### config.mk
export PLATFORM = sky130hd
export DESIGN_NAME = dimc_top
export DESIGN_NICKNAME = d
export VERILOG_FILES = /design/src/common/dimc_pkg.sv /design/src/design/dimc_smbus_slave.sv /design/src/design/dimc_top.sv
export SDC_FILE = /design/constraint.sdc
export NUM_CORES = 1
export LEC_CHECK = 0
export ABC_AREA = 1
export BUFFER_PORTS_ARGS = -buffer_cell sky130_fd_sc_hd__buf_2
export CAP_MARGIN = 20
export CELL_PAD_IN_SITES_DETAIL_PLACEMENT = 0
export CELL_PAD_IN_SITES_GLOBAL_PLACEMENT = 2
export CORE_MARGIN = 4
export CORE_UTILIZATION = 33
export CTS_CLUSTER_DIAMETER = 80
export DETAILED_ROUTE_END_ITERATION = 8
export GPL_TIMING_DRIVEN = 0
export PLACE_DENSITY = 0.71
export SLEW_MARGIN = 20
export SYNTH_ARGS = -nofsm -noshare
export SYNTH_HDL_FRONTEND = slang
export SYNTH_HIERARCHICAL = 1
export SYNTH_SLANG_ARGS = --single-unit
### constraint.sdc
create_clock -name clk -period 5.06 [get_ports clk]
set_input_delay 0.253 -clock clk [delete_from_list [all_inputs] [get_ports clk]]
set_output_delay 0.253 -clock clk [all_outputs]
set_load 0.02 [all_outputs]
### src/common/dimc_pkg.sv
package dimc_pkg;

    // ==========================================================
    // Register offsets
    localparam logic [7:0] OFS_SECOND_CONFIG     = 8'h01;
    localparam logic [7:0] OFS_THIRD_CONFIG      = 8'h02;
    localparam logic [7:0] OFS_FAN_AUTO_CONFIG   = 8'h05;
    localparam logic [7:0] OFS_READING_ONE       = 8'h0a;
    localparam logic [7:0] OFS_READING_TWO       = 8'h0b;
    localparam logic [7:0] OFS_READING_LOCAL     = 8'h0e;
    localparam logic [7:0] OFS_EVENT_FLAGS_ONE   = 8'h10;
    localparam logic [7:0] OFS_EVENT_FLAGS_TWO   = 8'h11;
    localparam logic [7:0] OFS_EVENT_MASK_ONE    = 8'h12;
    localparam logic [7:0] OFS_EVENT_MASK_TWO    = 8'h13;
    localparam logic [7:0] OFS_IN_ONE_LOW_LIMIT  = 8'h14;
    localparam logic [7:0] OFS_IN_ONE_HIGH_LIMIT = 8'h15;
    localparam logic [7:0] OFS_IN_TWO_LOW_LIMIT  = 8'h16;
    localparam logic [7:0] OFS_IN_TWO_HIGH_LIMIT = 8'h17;

    // ==========================================================
    // Field positions
    localparam int BIT_DIODE_TWO_MODE   = 7;  // second_config
    localparam int BIT_AVERAGING_OFF    = 4;  // second_config
    localparam int BIT_THERMISTOR_ONE   = 7;  // third_config
    localparam int BIT_THERMISTOR_TWO   = 6;  // third_config
    localparam int BIT_OOL_INPUT_ONE    = 6;  // event_flags_one
    localparam int BIT_OOL_INPUT_TWO    = 5;  // event_flags_one
    localparam int BIT_NC_DIODE_ONE     = 2;  // event_flags_two
    localparam int BIT_NC_DIODE_TWO     = 3;  // event_flags_two
    localparam int BIT_NC_THERMISTOR_ONE = 4; // event_flags_two
    localparam int BIT_NC_THERMISTOR_TWO = 5; // event_flags_two

    // ==========================================================
    // Reset values
    localparam logic [7:0] RST_SECOND_CONFIG = 8'h00;
    localparam logic [7:0] RST_THIRD_CONFIG  = 8'hc0;
    localparam logic [7:0] RST_FAN_AUTO      = 8'h00;
    localparam logic [7:0] RST_MASK          = 8'h00;
    localparam logic [7:0] RST_LOW_LIMIT     = 8'h00;
    localparam logic [7:0] RST_HIGH_LIMIT    = 8'hff;
    localparam logic [7:0] RST_READING       = 8'h00;

    // ==========================================================
    // Measurement counts and encodings
    localparam logic [3:0] AVG_LAST_SAMPLE = 4'hf; // 16 samples averaged
    localparam logic [1:0] CHAN_INPUT_ONE  = 2'h0;
    localparam logic [1:0] CHAN_INPUT_TWO  = 2'h1;
    localparam logic [1:0] CHAN_LOCAL      = 2'h2;
    localparam logic [1:0] CUR_BASE        = 2'h0;
    localparam logic [1:0] CUR_FIRST_MULT  = 2'h1;
    localparam logic [1:0] CUR_SECOND_MULT = 2'h2;

    // Bus address; value is arbitrary
    localparam logic [6:0] SMBUS_ADDRESS   = 7'h2a;

endpackage

### src/design/dimc_smbus_slave.sv
`timescale 1ns/1ps
module dimc_smbus_slave
    import dimc_pkg::*;
(
    input  wire logic       clk,       // System clock
    input  wire logic       resetn,    // Async reset, active low
    input  wire logic       scl_in,    // Bus clock pin level
    input  wire logic       sda_in,    // Bus data pin level
    output logic            sda_oe_n,  // Low while pulling data low
    output logic [7:0]      reg_ptr,   // Current register pointer
    output logic            wr_pulse,  // One-cycle register write
    output logic [7:0]      wr_data,   // Data of the write
    output logic            rd_pulse,  // One-cycle read of reg_ptr
    input  wire logic [7:0] rd_data    // Data at reg_ptr
);
    typedef enum {
        SB_IDLE, SB_ADDR, SB_ACK_ADDR, SB_CMD, SB_ACK_CMD,
        SB_DATA, SB_ACK_DATA, SB_READ, SB_RACK
    } dimc_sb_state_t;

    dimc_sb_state_t state;
    logic [2:0] scl_s;
    logic [2:0] sda_s;
    logic [7:0] shreg;
    logic [7:0] tx;
    logic [3:0] cnt;
    logic       is_read;

    // ==========================================================
    // Pin synchronisers; bit 0 feeds bit 1 only
    always_ff @(posedge clk or negedge resetn) begin
        if (!resetn) begin
            scl_s <= 3'h7;
            sda_s <= 3'h7;
        end else begin
            scl_s <= {scl_s[1:0], scl_in};
            sda_s <= {sda_s[1:0], sda_in};
        end
    end

    wire scl_rise = scl_s[1] & ~scl_s[2];
    wire scl_fall = ~scl_s[1] & scl_s[2];
    wire start_c  = scl_s[1] & scl_s[2] & ~sda_s[1] & sda_s[2];
    wire stop_c   = scl_s[1] & scl_s[2] & sda_s[1] & ~sda_s[2];
    wire rx_state = (state == SB_ADDR) || (state == SB_CMD) ||
                    (state == SB_DATA);

    // ==========================================================
    // Byte protocol
    always_ff @(posedge clk or negedge resetn) begin
        if (!resetn) begin
            state    <= SB_IDLE;
            shreg    <= 8'h00;
            tx       <= 8'h00;
            cnt      <= 4'h0;
            is_read  <= 1'b0;
            sda_oe_n <= 1'b1;
            reg_ptr  <= 8'h00;
            wr_pulse <= 1'b0;
            wr_data  <= 8'h00;
            rd_pulse <= 1'b0;
        end else begin
            wr_pulse <= 1'b0;
            rd_pulse <= 1'b0;
            if (start_c) begin
                state    <= SB_ADDR;    // Repeated start too
                cnt      <= 4'h0;
                sda_oe_n <= 1'b1;
            end else if (stop_c) begin
                state    <= SB_IDLE;
                sda_oe_n <= 1'b1;
            end else if (scl_rise) begin
                if (rx_state || state == SB_READ) begin
                    shreg <= {shreg[6:0], sda_s[1]};
                    cnt   <= cnt + 4'h1;
                end else if (state == SB_RACK && sda_s[1]) begin
                    state <= SB_IDLE;   // Master said no more
                end
            end else if (scl_fall) begin
                case (state)
                    SB_ADDR: if (cnt == 4'h8) begin
                        if (shreg[7:1] == SMBUS_ADDRESS) begin
                            is_read  <= shreg[0];
                            sda_oe_n <= 1'b0;
                            state    <= SB_ACK_ADDR;
                        end else begin
                            state <= SB_IDLE; // Not for us
                        end
                    end
                    SB_CMD: if (cnt == 4'h8) begin
                        reg_ptr  <= shreg;
                        sda_oe_n <= 1'b0;
                        state    <= SB_ACK_CMD;
                    end
                    SB_DATA: if (cnt == 4'h8) begin
                        wr_data  <= shreg;
                        wr_pulse <= 1'b1;
                        sda_oe_n <= 1'b0;
                        state    <= SB_ACK_DATA;
                    end
                    SB_ACK_ADDR, SB_RACK: begin
                        cnt <= 4'h0;
                        if (is_read) begin
                            sda_oe_n <= rd_data[7];
                            tx       <= {rd_data[6:0], 1'b0};
                            rd_pulse <= 1'b1;
                            state    <= SB_READ;
                        end else begin
                            sda_oe_n <= 1'b1;
                            state    <= SB_CMD;
                        end
                    end
                    SB_ACK_CMD, SB_ACK_DATA: begin
                        cnt      <= 4'h0;
                        sda_oe_n <= 1'b1;
                        state    <= SB_DATA;
                    end
                    SB_READ: begin
                        if (cnt == 4'h8) begin
                            sda_oe_n <= 1'b1;  // Free line for ack
                            state    <= SB_RACK;
                        end else begin
                            sda_oe_n <= tx[7];
                            tx       <= {tx[6:0], 1'b0};
                        end
                    end
                    default: state <= state;
                endcase
            end
        end
    end
endmodule

### src/design/dimc_top.sv
`timescale 1ns/1ps
// Overview of operation
// Both shared inputs start as thermistors
// Third config bits 7/6 pick thermistor
// Second config bit 7 selects diode pair
// Flags bits 2/3 report diode no-connection
// Flags bits 4/5 report thermistor no-connection
// Software masks unused no-connection alerts
// Input one checked against 0x14/0x15 limits
// Input two checked unless diode mode
// Software disables fan control before voltage mode
// Software masks input two in diode mode
// Eight-bit code, saturating at 255
// Average sixteen cycles before storing result
// Diode current base/N1 then base/N2, combined
// Limit violation sets its status bit
// Only active-mode flags and readings evaluated (the diode one no-connection flag is set in every mode)
module dimc_top
    import dimc_pkg::*;
(
    input  wire logic       clk,           // 100 MHz system clock
    input  wire logic       resetn,        // Async reset, active low
    input  wire logic       scl_in,        // Bus clock pin
    input  wire logic       sda_in,        // Bus data pin level
    output logic            sda_out,       // Bus data drive level
    output logic            sda_oe_n,      // Low while driving data
    output logic            adc_start,     // Start one conversion
    output logic [1:0]      adc_chan,      // Channel to convert
    output logic [1:0]      sense_current, // Diode current select
    input  wire logic       adc_done,      // Conversion finished
    input  wire logic [9:0] adc_result,    // Raw 10-bit result
    input  wire logic       nc_diode_one,  // Diode one open/short
    input  wire logic       nc_diode_two,  // Diode two open/short
    input  wire logic       nc_therm_one,  // Thermistor one open/short
    input  wire logic       nc_therm_two   // Thermistor two open/short
);
    typedef enum { SQ_ISSUE, SQ_WAIT } dimc_seq_state_t;

    logic [7:0] second_config;
    logic [7:0] third_config;
    logic [7:0] fan_auto_config_one;
    logic [7:0] event_flags_one;
    logic [7:0] event_flags_two;
    logic [7:0] event_mask_one;
    logic [7:0] event_mask_two;
    logic [7:0] input_one_low_limit;
    logic [7:0] input_one_high_limit;
    logic [7:0] input_two_low_limit;
    logic [7:0] input_two_high_limit;
    logic [7:0] reading [3];

    logic [7:0] reg_ptr;
    logic       wr_pulse;
    logic [7:0] wr_data;
    logic       rd_pulse;
    logic [7:0] rd_data;

    assign sda_out = 1'b0;   // Open drain: only ever pulls low

    // ==========================================================
    // Serial management bus slave
    dimc_smbus_slave u_bus (
        .clk      (clk),
        .resetn   (resetn),
        .scl_in   (scl_in),
        .sda_in   (sda_in),
        .sda_oe_n (sda_oe_n),
        .reg_ptr  (reg_ptr),
        .wr_pulse (wr_pulse),
        .wr_data  (wr_data),
        .rd_pulse (rd_pulse),
        .rd_data  (rd_data)
    );

    // ==========================================================
    // Configuration, mask and limit registers
    always_ff @(posedge clk or negedge resetn) begin
        if (!resetn) begin
            second_config        <= RST_SECOND_CONFIG;
            third_config         <= RST_THIRD_CONFIG;
            fan_auto_config_one  <= RST_FAN_AUTO;
            event_mask_one       <= RST_MASK;
            event_mask_two       <= RST_MASK;
            input_one_low_limit  <= RST_LOW_LIMIT;
            input_one_high_limit <= RST_HIGH_LIMIT;
            input_two_low_limit  <= RST_LOW_LIMIT;
            input_two_high_limit <= RST_HIGH_LIMIT;
        end else if (wr_pulse) begin
            case (reg_ptr)
                OFS_SECOND_CONFIG:     second_config        <= wr_data;
                OFS_THIRD_CONFIG:      third_config         <= wr_data;
                OFS_FAN_AUTO_CONFIG:   fan_auto_config_one  <= wr_data;
                OFS_EVENT_MASK_ONE:    event_mask_one       <= wr_data;
                OFS_EVENT_MASK_TWO:    event_mask_two       <= wr_data;
                OFS_IN_ONE_LOW_LIMIT:  input_one_low_limit  <= wr_data;
                OFS_IN_ONE_HIGH_LIMIT: input_one_high_limit <= wr_data;
                OFS_IN_TWO_LOW_LIMIT:  input_two_low_limit  <= wr_data;
                OFS_IN_TWO_HIGH_LIMIT: input_two_high_limit <= wr_data;
                default: ;            // Ignored
            endcase
        end
    end

    // Mode decode
    wire diode_mode = second_config[BIT_DIODE_TWO_MODE];
    wire therm_one  = third_config[BIT_THERMISTOR_ONE];
    wire therm_two  = third_config[BIT_THERMISTOR_TWO];
    wire avg_on     = ~second_config[BIT_AVERAGING_OFF];

    // ==========================================================
    // Measurement sequencer
    dimc_seq_state_t seq;
    logic [1:0] chan;
    logic [1:0] phase;
    logic [3:0] nsamp;
    logic [11:0] acc;
    logic [7:0] base_code;
    logic [7:0] delta_one;

    // Top 8 of 10 bits: one step per 8.8 mV, full scale is 255
    wire [7:0] code8      = adc_result[9:2];
    wire       diode_chan = diode_mode && (chan == CHAN_INPUT_ONE);
    wire [8:0] delta_sum  = {1'b0, delta_one} +
                            {1'b0, code8 - base_code};
    wire [7:0] sample     = diode_chan ? delta_sum[8:1] : code8;
    wire [11:0] acc_sum   = acc + {4'h0, sample};
    wire       last_phase = !diode_chan || (phase == 2'h3);
    wire       store      = !avg_on || (nsamp == AVG_LAST_SAMPLE);

    // Current step for each diode phase: base, N1, base, N2
    always_comb begin
        case (phase)
            2'h1:    sense_current = CUR_FIRST_MULT;
            2'h3:    sense_current = CUR_SECOND_MULT;
            default: sense_current = CUR_BASE;
        endcase
        if (!diode_chan)
            sense_current = CUR_BASE;
    end

    // Conversion sequencing
    always_ff @(posedge clk or negedge resetn) begin
        if (!resetn) begin
            seq       <= SQ_ISSUE;
            adc_start <= 1'b0;
            adc_chan  <= CHAN_INPUT_ONE;
            chan      <= CHAN_INPUT_ONE;
            phase     <= 2'h0;
            nsamp     <= 4'h0;
            acc       <= 12'h000;
            base_code <= 8'h00;
            delta_one <= 8'h00;
        end else begin
            adc_start <= 1'b0;
            case (seq)
                SQ_ISSUE: begin
                    adc_start <= 1'b1;
                    adc_chan  <= chan;
                    seq       <= SQ_WAIT;
                end
                SQ_WAIT: if (adc_done) begin
                    seq <= SQ_ISSUE;
                    if (diode_chan && phase[0] == 1'b0)
                        base_code <= code8;
                    if (diode_chan && phase == 2'h1)
                        delta_one <= code8 - base_code;
                    phase <= last_phase ? 2'h0 : phase + 2'h1;
                    if (last_phase) begin
                        if (store) begin
                            acc   <= 12'h000;
                            nsamp <= 4'h0;
                            chan  <= (chan == CHAN_LOCAL) ?
                                     CHAN_INPUT_ONE : chan + 2'h1;
                        end else begin
                            acc   <= acc_sum;
                            nsamp <= nsamp + 4'h1;
                        end
                    end
                end
                default: seq <= SQ_ISSUE;
            endcase
        end
    end

    // Result store
    always_ff @(posedge clk or negedge resetn) begin
        if (!resetn) begin
            reading[0] <= RST_READING;
            reading[1] <= RST_READING;
            reading[2] <= RST_READING;
        end else if (seq == SQ_WAIT && adc_done && last_phase && store) begin
            reading[chan] <= avg_on ? acc_sum[11:4] : sample;
        end
    end

    // ==========================================================
    // Limit checks and no-connection flags
    // Reading at index 0 is the diode result in diode mode, so the
    // same limits serve whichever source is active.
    wire ool_one = (reading[0] < input_one_low_limit) ||
                   (reading[0] > input_one_high_limit);
    wire ool_two = !diode_mode &&
                   ((reading[1] < input_two_low_limit) ||
                    (reading[1] > input_two_high_limit));

    logic [7:0] set_one;
    logic [7:0] set_two;
    always_comb begin
        set_one = 8'h00;
        set_two = 8'h00;
        set_one[BIT_OOL_INPUT_ONE] = ool_one;
        set_one[BIT_OOL_INPUT_TWO] = ool_two;
        set_two[BIT_NC_DIODE_ONE]  = nc_diode_one;
        set_two[BIT_NC_DIODE_TWO]  = diode_mode & nc_diode_two;
        set_two[BIT_NC_THERMISTOR_ONE] =
            !diode_mode & therm_one & nc_therm_one;
        set_two[BIT_NC_THERMISTOR_TWO] =
            !diode_mode & therm_two & nc_therm_two;
    end

    // Sticky flags cleared by a read; a live condition re-sets at once
    always_ff @(posedge clk or negedge resetn) begin
        if (!resetn) begin
            event_flags_one <= 8'h00;
            event_flags_two <= 8'h00;
        end else begin
            event_flags_one <= ((rd_pulse &&
                                 reg_ptr == OFS_EVENT_FLAGS_ONE) ?
                                8'h00 : event_flags_one) | set_one;
            event_flags_two <= ((rd_pulse &&
                                 reg_ptr == OFS_EVENT_FLAGS_TWO) ?
                                8'h00 : event_flags_two) | set_two;
        end
    end

    // ==========================================================
    // Read mux; unmapped addresses read as zero
    always_comb begin
        case (reg_ptr)
            OFS_SECOND_CONFIG:     rd_data = second_config;
            OFS_THIRD_CONFIG:      rd_data = third_config;
            OFS_FAN_AUTO_CONFIG:   rd_data = fan_auto_config_one;
            OFS_READING_ONE:       rd_data = reading[0];
            OFS_READING_TWO:       rd_data = reading[1];
            OFS_READING_LOCAL:     rd_data = reading[2];
            OFS_EVENT_FLAGS_ONE:   rd_data = event_flags_one;
            OFS_EVENT_FLAGS_TWO:   rd_data = event_flags_two;
            OFS_EVENT_MASK_ONE:    rd_data = event_mask_one;
            OFS_EVENT_MASK_TWO:    rd_data = event_mask_two;
            OFS_IN_ONE_LOW_LIMIT:  rd_data = input_one_low_limit;
            OFS_IN_ONE_HIGH_LIMIT: rd_data = input_one_high_limit;
            OFS_IN_TWO_LOW_LIMIT:  rd_data = input_two_low_limit;
            OFS_IN_TWO_HIGH_LIMIT: rd_data = input_two_high_limit;
            default:               rd_data = 8'h00;
        endcase
    end
endmodule
# Yosys cells after proc, flatten, opt, wreduce, memory -nomap -nowiden
# Cells that the tools add are included.
[totals]
regBits = 261
output_inout_bits = 7
word_cells = 237
[op_classes]
n_eq_ne = 50
muxes = 61
add_sub_neg = 7
reduce_logical = 55
order_cmp = 6
n_bitwise = 23
[op_table]
columns = ["cell", "n"]
rows = [
  ["two-way mux 32 bit", 11],
  ["one-hot mux 32 bit (6 select lines)", 1],
  ["equality test 32 x 3 -> 1 bit, second input constant", 5],
  ["equality test 32 x 2 -> 1 bit, second input constant", 4],
  ["one-hot mux 8 bit (14 select lines)", 1],
  ["equality test 32 x 4 -> 1 bit, second input constant", 3],
  ["equality test 32 x 1 -> 1 bit, second input constant", 2],
  ["equality test 8 x 5 -> 1 bit, second input constant", 8],
  ["one-hot mux 32 bit (2 select lines)", 1],
  ["two-way mux 8 bit", 7],
  ["equality test 32 x 5 -> 1 bit, second input constant", 1],
  ["logical NOT 32 bit", 1],
  ["two-way mux 4 bit", 7],
  ["bitwise mux 24 bit", 1],
  ["equality test 8 x 4 -> 1 bit, second input constant", 3],
  ["two-way mux 1 bit", 22],
  ["inequality test 5 x 1 -> 1 bit, second input constant", 4],
  ["AND reduction 2 bit", 10],
  ["AND reduction 6 bit", 3],
  ["demux 8 bit (select 2 bit)", 1],
  ["greater-than comparator 8 bit", 2],
  ["< comparator 8 bit", 2],
  ["one-hot mux 8 bit (2 select lines)", 1],
  ["AND reduction 7 bit", 2],
  ["other kinds (43)", 99],
]

# Longest topological paths before layout
# Gate-level depths: netlist (run 1).
[depth]
depth_word = 8
mapped_depth = 28
ltp_nobuf = 28

# Modules after synthesis
# Netlist (run 1), hierarchy kept.
[modules_own_cells]
columns = ["module", "instances", "area_each_um2", "cells_each"]
rows = [
  ["dimc_top", 1, 8371.8, 1066],
  ["dimc_smbus_slave", 1, 2493.6, 275],
]

# Worst setup path before layout (run 1)
# OpenSTA, ideal clock, no wires.
[synth_timing]
kind = "register to register"
from = "register base_code[0]"
to = "register reading[19] in the netlist's numbering"
path_buffers = 0
path_slack_ns = 1.684
setup_time_ns = 0.118
stages_incl_launch_ff = 23
period_less_slack_ns = 3.376
arrival_time_ns = 3.258
path_cell_list = "dfrtp_1 > ha_1 > inv_1 > fa_1 > a31oi_1 > xor2_1 > inv_1 > ha_1 > nand2_1 > nand2_1 > a21oi_1 > nand2_1 > nand2_1 > nand2_1 > a21oi_1 > ha_1 > a21oi_1 > nand2_1 > a21oi_1 > xor2_1 > nand2_1 > nand3_1 > nand2_1"
[synth_via]
elab_chain_len = 6
[synth_rtl]
columns = ["element", "line", "rtl"]
rows = [
  ["start: declaration", "dimc_top.sv:117", "logic [7:0] base_code;"],
  ["start signal: assignment", "dimc_top.sv:164", "base_code <= code8;"],
  ["subtractor 8 bit *", "dimc_top.sv:124", "{1'b0, code8 - base_code};"],
  ["adder 8 x 8 -> 9 bit *", "dimc_top.sv:123", "wire [8:0] delta_sum = {1'b0, delta_one} +"],
  ["two-way mux 8 bit *", "dimc_top.sv:125", "wire [7:0] sample = diode_chan ? delta_sum[8:1] : code8;"],
  ["adder 12 x 8 -> 12 bit", "dimc_top.sv:126", "wire [11:0] acc_sum = acc + {4'h0, sample};"],
  ["two-way mux 8 bit *", "dimc_top.sv:192", "reading[chan] <= avg_on ? acc_sum[11:4] : sample;"],
  ["bitwise mux 24 bit *", "dimc_top.sv:192", ""],
  ["end signal: indexed assignment", "dimc_top.sv:192", ""],
  ["end: declaration", "dimc_top.sv:50", "logic [7:0] reading [3];"],
]
# Every way passes the cells marked *; elsewhere a longest branch is shown, timed or not.
# A chain may end at the register's enable or synchronous reset.

# Worst setup path in the final report (run 1)
[layout_timing]
from = "register base_code[0]"
to = "register reading[11] in the netlist's numbering"
# The elaborated chain is that of the path after synthesis.

==> qor.txt, run 1 <==
Status -> complete, no violations
Clock latency on the worst-skew pair -> 0.45 ns
Synth warnings -> 6
Via density -> 4.851
Cells along the critical path -> ha_1 -> inv_1 -> fa_1 -> a31oi_1 -> xor2_1 -> inv_1 -> ha_1 -> nand2_1 -> nand2_1 -> a21oi_1 -> nand2_1 -> nand2_1 -> nand2_1 -> a21oi_1 -> ha_1 -> a21oi_1 -> nand2_1 -> a21oi_1 -> xor2_1 -> nand2_1 -> nand3_1 -> nand2_1
CTS Hold Bufs -> 3
Reg-to-reg startpoint -> base_code[0]
Clock Skew -> 0.01585 ns
CTS tree -> built
Syn Nets -> 1428
Hold Fails Final Rpt -> 0
Most common cell after layout, fill and taps aside -> nand2_1
Post-DP HPWL -> 24960 um
Num CTS Buffers -> 17
Worst Setup SP -> base_code[0]
Syn Inst Count -> 1341
GP Congestion -> 0.8738
Max reg flops -> 24
Worst-Margin Slew -> 0.8267 ns
Multi-input combinational cell area -> 5305 um^2
H-tree Lvls -> 4
Chip width -> 189.5 um
Critical path arrival -> 4.53 ns
HP Start -> adc_done
FF+latch count, synth -> 191
# placed instances -> 1807
Overall Power -> 4.157 mW
First-pass GRT wire length -> 52210 um
Most frequent cells in the layout -> 409 x nand2_1, 166 x dfrtp_1, 145 x inv_1
Nets -> 1474
Fillers -> 3478
CP max-delay cell -> fa_1
Worst VDD drop -> 0.2488 mV
Mapped Area -> 10870 um^2
Cell family with the largest share of critical-path delay -> adder cells
Hold_ws -> 0.02326 ns
Largest net degree at the start of global routing -> 85
Port buffer count -> 22
Worst Path Buf+Inv -> 2
Top Registers -> reading (24), acc (12)
Worst-path fanout max -> 4
Post-route cell area -> 12190 um^2
CTS root buf -> clkbuf_16
DIE AREA -> 35890 um^2
Reg with most FFs -> reading
WP data required -> 5.40 ns
Grt total ovfl -> 0
Post-layout min period -> 4.191 ns
PwrDens -> 340.9 nW/um^2
Slew headroom -> 44.89%
Crit path capture type -> flop
Static Leakage -> 5.800 nW
Slew Limit Fails -> 0
Fmax -> 0.2386 GHz
Area after DPL -> 11590 um^2
Aggregate routed wire length -> 32770 um
Max-cap violations -> 0
Reg clk slew, reported paths -> 0.08 ns
Area growth syn-to-layout -> 12.21%
Max Root-Sink Buffers -> 2
Synth Area per Inst -> 8.102 um^2
Cts repair resizes -> 0
Top cell by count, worst path -> nand2_1
CP peak stage delay -> 0.43 ns
Worst Setup Start Kind -> flop
I/O pin count -> 26
Final setup fails -> 0
Hold WC Path Type -> in2reg
Fraction of the cycle the final worst path needs -> 82.82%
Layout cells sized above 1 -> 12.14%
Remaining routing DRC violations -> 0
Pre-antenna DRT Iters -> 5
Initial Util -> 33.39%
Chip height -> 189.5 um
Clock Sinks -> 191
RSZ-0062 raised after global routing -> no
Drt first-iter violations -> 569
Sequential fraction of the synthesis area -> 44.28%
Register area -> 4811 um^2
Initial antenna violation count -> 0
Routed len/inst -> 17.78 um
Setup Total Neg Slack -> 0 ns
Via count -> 8941
Final non-filler cell total -> 1843
Vias in the first global route -> 8872
Post CTS Setup Buffer Count -> 0
Post-synthesis cell type count -> 52
WS Path Type -> reg2reg
Gr usage total -> 18.78%
Core area -> 32540 um^2
Num rows -> 66
Antenna Nets Post-Route -> 0
worst paths after layout:
path	to	slack (ns)	depth (start not counted)
setup / recovery	reading[11]	0.87	22
hold / removal	seq[0]	0.02	2
setup reg to reg	reading[11]	0.87	22
hold reg to reg	u_bus/scl_s[1]	0.36	0
max in group asynchronous	u_bus/scl_s[2]	3.91	3
min in group asynchronous	acc[10]	0.34	2
cell type report:
class	count	share of cell area (%)
Inverter	163	5.080
Clock inverter	13	1.006
Clock buffer	19	3.633
Sequential cell	191	39.46
Tap cell	442	4.536
Timing Repair Buffer	27	1.683
Multi-Input combinational cell	965	43.51
Buffer	22	1.067
Antenna cell	1	0.02053
cell families after synthesis:
logic type / count (synthesis) / synth area share, %
AND/OR/NAND/NOR: 630 / 26.14
AO/OA/AOI/OAI: 244 / 12.77
flip-flops: 191 / 44.28
buffers and inverters: 185 / 6.898
adder cells (fa/ha/maj): 68 / 8.038
XOR/XNOR: 16 / 1.290
multiplexers: 6 / 0.5528
other: 1 / 0.03451
synth_stat cells, drive strengths merged:
cell     count  area (um^2)
nand2      422         1637
dfrtp      166         4154
o21ai      165        908.4
inv        162        615.6
nand3       92        493.0
nor2        67        307.8
ha          65        813.3
a21oi       41        205.2
nand4       28        211.5
dfstp       25        656.9
nor3        16        141.4
buf         15        103.8
o22ai       13        81.33
xor2        12        105.1
clkbuf       7        26.28
mux2i        6        60.06
a22o         4        35.03
a31oi        4        25.02
xnor2        4        35.03
a21o         3        22.52
fa           3        60.06
nand3b       3        22.52
o21bai       3        22.52
o211ai       2        15.01
o21a         2        15.01
o2bb2ai      2        17.52
o31ai        2        15.01
a21boi       1        7.510
a31o         1        8.760
clkinv       1        3.750
conb         1        3.750
nor4         1        21.27
o221ai       1        8.760
or2          1        6.260
power by group:
group	internal, mW	switching [mW]
logic	0.358	0.634
clock network	0.663	0.669
registers	1.68	0.154
total	2.70	1.46
routing by layer:
| layer | GRT usage [%] | wire length (um) | vias up |
|---|---|---|---|
| li1 | - | - | 4495 |
| met1 | 28.17 | 16990 | 4326 |
| met2 | 29.16 | 14620 | 106 |
| met3 | 2.710 | 826 | 14 |
| met4 | 3.422 | 337 | 0 |
| met5 | 0 | 0 | - |
per-stage QoR:
step	utilization, %	setup WS [ns]
2_1_floorplan	-	1.684
3_3_place_gp	35.43	0.1774
3_5_place_dp	35.63	0.7198
4_1_cts	37.46	0.8077
5_1_grt	37.46	0.4996
6_report	37.47	0.8691
Note: power is estimated with default switching activity, not from simulation.
==> inputs of run 2 (changes only) <==
==> constraint.sdc (replaced) <==
create_clock -name clk -period 3.97 [get_ports clk]
set_input_delay 0.1985 -clock clk [delete_from_list [all_inputs] [get_ports clk]]
set_output_delay 0.1985 -clock clk [all_outputs]
set_load 0.02 [all_outputs]
==> run 2 against run 1 <==
  * First-iteration DRC count shrank 5.8%
  * Cell area is 4.0% higher
  * Largest cell class unchanged
  * Largest power group unchanged
  * Sequential cell count unchanged
  * Routed wire length grew 0.93%
  * Power rose by 34%
  * Register-to-register slack worse by 0.70 ns
  * Critical path type unchanged
==> qor.txt, run 2 (synthesis gave the netlist of run 1 again) <==
Chip height -> 189.5 um
Critical path arrival -> 4.14 ns
Max Root-Sink Buffers -> 2
Initial Util -> 33.39%
Worst-path fanout max -> 4
Max-cap violations -> 0
Pre-antenna DRT Iters -> 5
Largest net degree at the start of global routing -> 85
Clock Skew -> 0.01394 ns
Fmax -> 0.2631 GHz
Post-route cell area -> 12680 um^2
Met3 wire len -> 713 um
Inserted Diodes -> 0
Port buffer count -> 22
Worst-Margin Slew -> 0.8422 ns
Routed len/inst -> 17.90 um
CP peak stage delay -> 0.43 ns
Area growth syn-to-layout -> 16.73%
GP Congestion -> 0.8738
Static Leakage -> 5.903 nW
Slew headroom -> 43.85%
Num CTS Buffers -> 17
Hold Fails Final Rpt -> 0
Chip width -> 189.5 um
Final setup fails -> 0
Layout cells sized above 1 -> 17.57%
Most frequent cells in the layout -> 387 x nand2_1, 166 x dfrtp_1, 143 x inv_1
Clock latency on the worst-skew pair -> 0.45 ns
Clock Sinks -> 191
Max reg flops -> 24
Top Registers -> reading (24), acc (12)
Post-DP HPWL -> 24960 um
Cells along the critical path -> ha_2 -> inv_2 -> fa_2 -> a31oi_2 -> xor2_1 -> inv_1 -> ha_4 -> nand2_2 -> nand2_2 -> a21oi_2 -> nand2_1 -> nand2_1 -> nand2_2 -> a21oi_4 -> ha_4 -> a21oi_4 -> nand2_2 -> a21oi_2 -> xor2_2 -> nand2_2 -> nand3_2 -> nand2_1
WP data required -> 4.31 ns
PwrDens -> 438.4 nW/um^2
Final core utilization -> 38.98%
Most common cell after layout, fill and taps aside -> nand2_1
Area after DPL -> 11590 um^2
Met2 WL -> 14860 um
Core area -> 32540 um^2
Antenna Nets Post-Route -> 0
Via count -> 8978
Drt first-iter violations -> 536
Slew Limit Fails -> 0
Remaining routing DRC violations -> 0
Wl on met1 -> 17170 um
Register area -> 4811 um^2
RSZ-0062 raised after global routing -> yes
Crit path capture type -> flop
Fillers -> 3449
Vias in the first global route -> 8906
R2R Setup Slk -> 0.17 ns
Multi-input combinational cell area -> 5747 um^2
H-tree Lvls -> 4
Highest Signal Layer -> met4
I/O pin count -> 26
Worst VDD drop -> 0.3168 mV
Status -> complete, no violations
Fraction of the cycle the final worst path needs -> 95.74%
Num rows -> 66
Nets -> 1480
Hold WC Path Type -> in2reg
CTS tree -> built
Initial antenna violation count -> 0
DIE AREA -> 35890 um^2
Top cell by count, worst path -> nand2_2
Post-layout min period -> 3.801 ns
CP max-delay cell -> fa_2
Reg with most FFs -> reading
Aggregate routed wire length -> 33080 um
Grt total ovfl -> 0
Via density -> 4.858
CTS root buf -> clkbuf_16
Worst Setup Start Kind -> flop
Hold_ws -> 0.04414 ns
First-pass GRT wire length -> 52330 um
Gr usage total -> 18.80%
WS Path Type -> reg2reg
Reg clk slew, reported paths -> 0.08 ns
## run 2: cell types whose count changed in the layout (fill, tap and decap cells not counted), moves of 4 or more
cell / delta
a21oi_1: -7
nand2_2: +19
nand2_1: -22
ha_4: +9
a21oi_4: +5
nand3_1: -12
xor2_1: -4
nand3_2: +12
xor2_2: +4
o21ai_2: +4
ha_1: -12
## run 2: final timing paths
path / from / to / cells after the start
min reg2reg: u_bus/scl_s[0] / u_bus/scl_s[1] / 0
min: adc_result[7] / base_code[5] / 3
max reg2reg: base_code[0] / reading[11] / 22
max: base_code[0] / reading[11] / 22
max in group asynchronous: resetn / u_bus/scl_s[2] / 3
min in group asynchronous: resetn / acc[10] / 2
## run 2: metrics by stage
stage / cells / setup slack, ns / setup TNS (ns) / total power [mW]
after floorplan: 1341 / 0.5943 / 0 / 3.218
after global placement: 1805 / -0.8581 / -141.85 / 3.628
after detailed placement: 1807 / -0.3157 / -2.591 / 3.646
after CTS: 1845 / 0.009418 / 0 / 5.396
after global routing: 1848 / -0.08034 / -0.6324 / 5.917
final: 1848 / 0.1692 / 0 / 5.561
## run 2: final cells by class
cell class	count	area share [%]
clock buffer	19	3.492
tap	442	4.360
multi-input combinational	965	45.31
timing repair buffer	33	2.032
inverter	163	4.883
clock inverter	13	0.9668
sequential	191	37.93
buffer	22	1.026
## run 2: metal layers
layer	global-route usage, %	vias to the layer above
met5	0	-
met2	29.12	93
met4	3.589	0
met3	2.710	14
li1	-	4501
met1	28.22	4370
## run 2: report_power, final
| part | total (mW) | leakage [nW] | switching (mW) | internal, mW |
|---|---|---|---|---|
| registers | 2.35 | 2.47 | 0.215 | 2.14 |
| logic | 1.50 | 3.16 | 0.924 | 0.581 |
| clock network | 1.70 | 0.268 | 0.857 | 0.846 |
| total | 5.56 | 5.90 | 2.00 | 3.57 |
## run 2: critical path: cells and delay by family, from the launching register on
| family | cells | cell delay (ns) |
|---|---|---|
| AO/OA/AOI/OAI | 5 | 0.88 |
| XOR/XNOR | 2 | 0.46 |
| adder cells (fa/ha/maj) | 4 | 1.12 |
| buffers and inverters | 2 | 0.16 |
| flip-flops | 1 | 0.35 |
| AND/OR/NAND/NOR | 9 | 0.70 |
## run 2: timing repair
action / CTS / global route
setup buffers: 0 / 3
hold buffers: 6 / 0
endpoints found under the setup margin: 20 / 30
hold endpoints to repair: 56 / 0
gates resized for setup: 9 / 82
pin swaps: 5 / 39
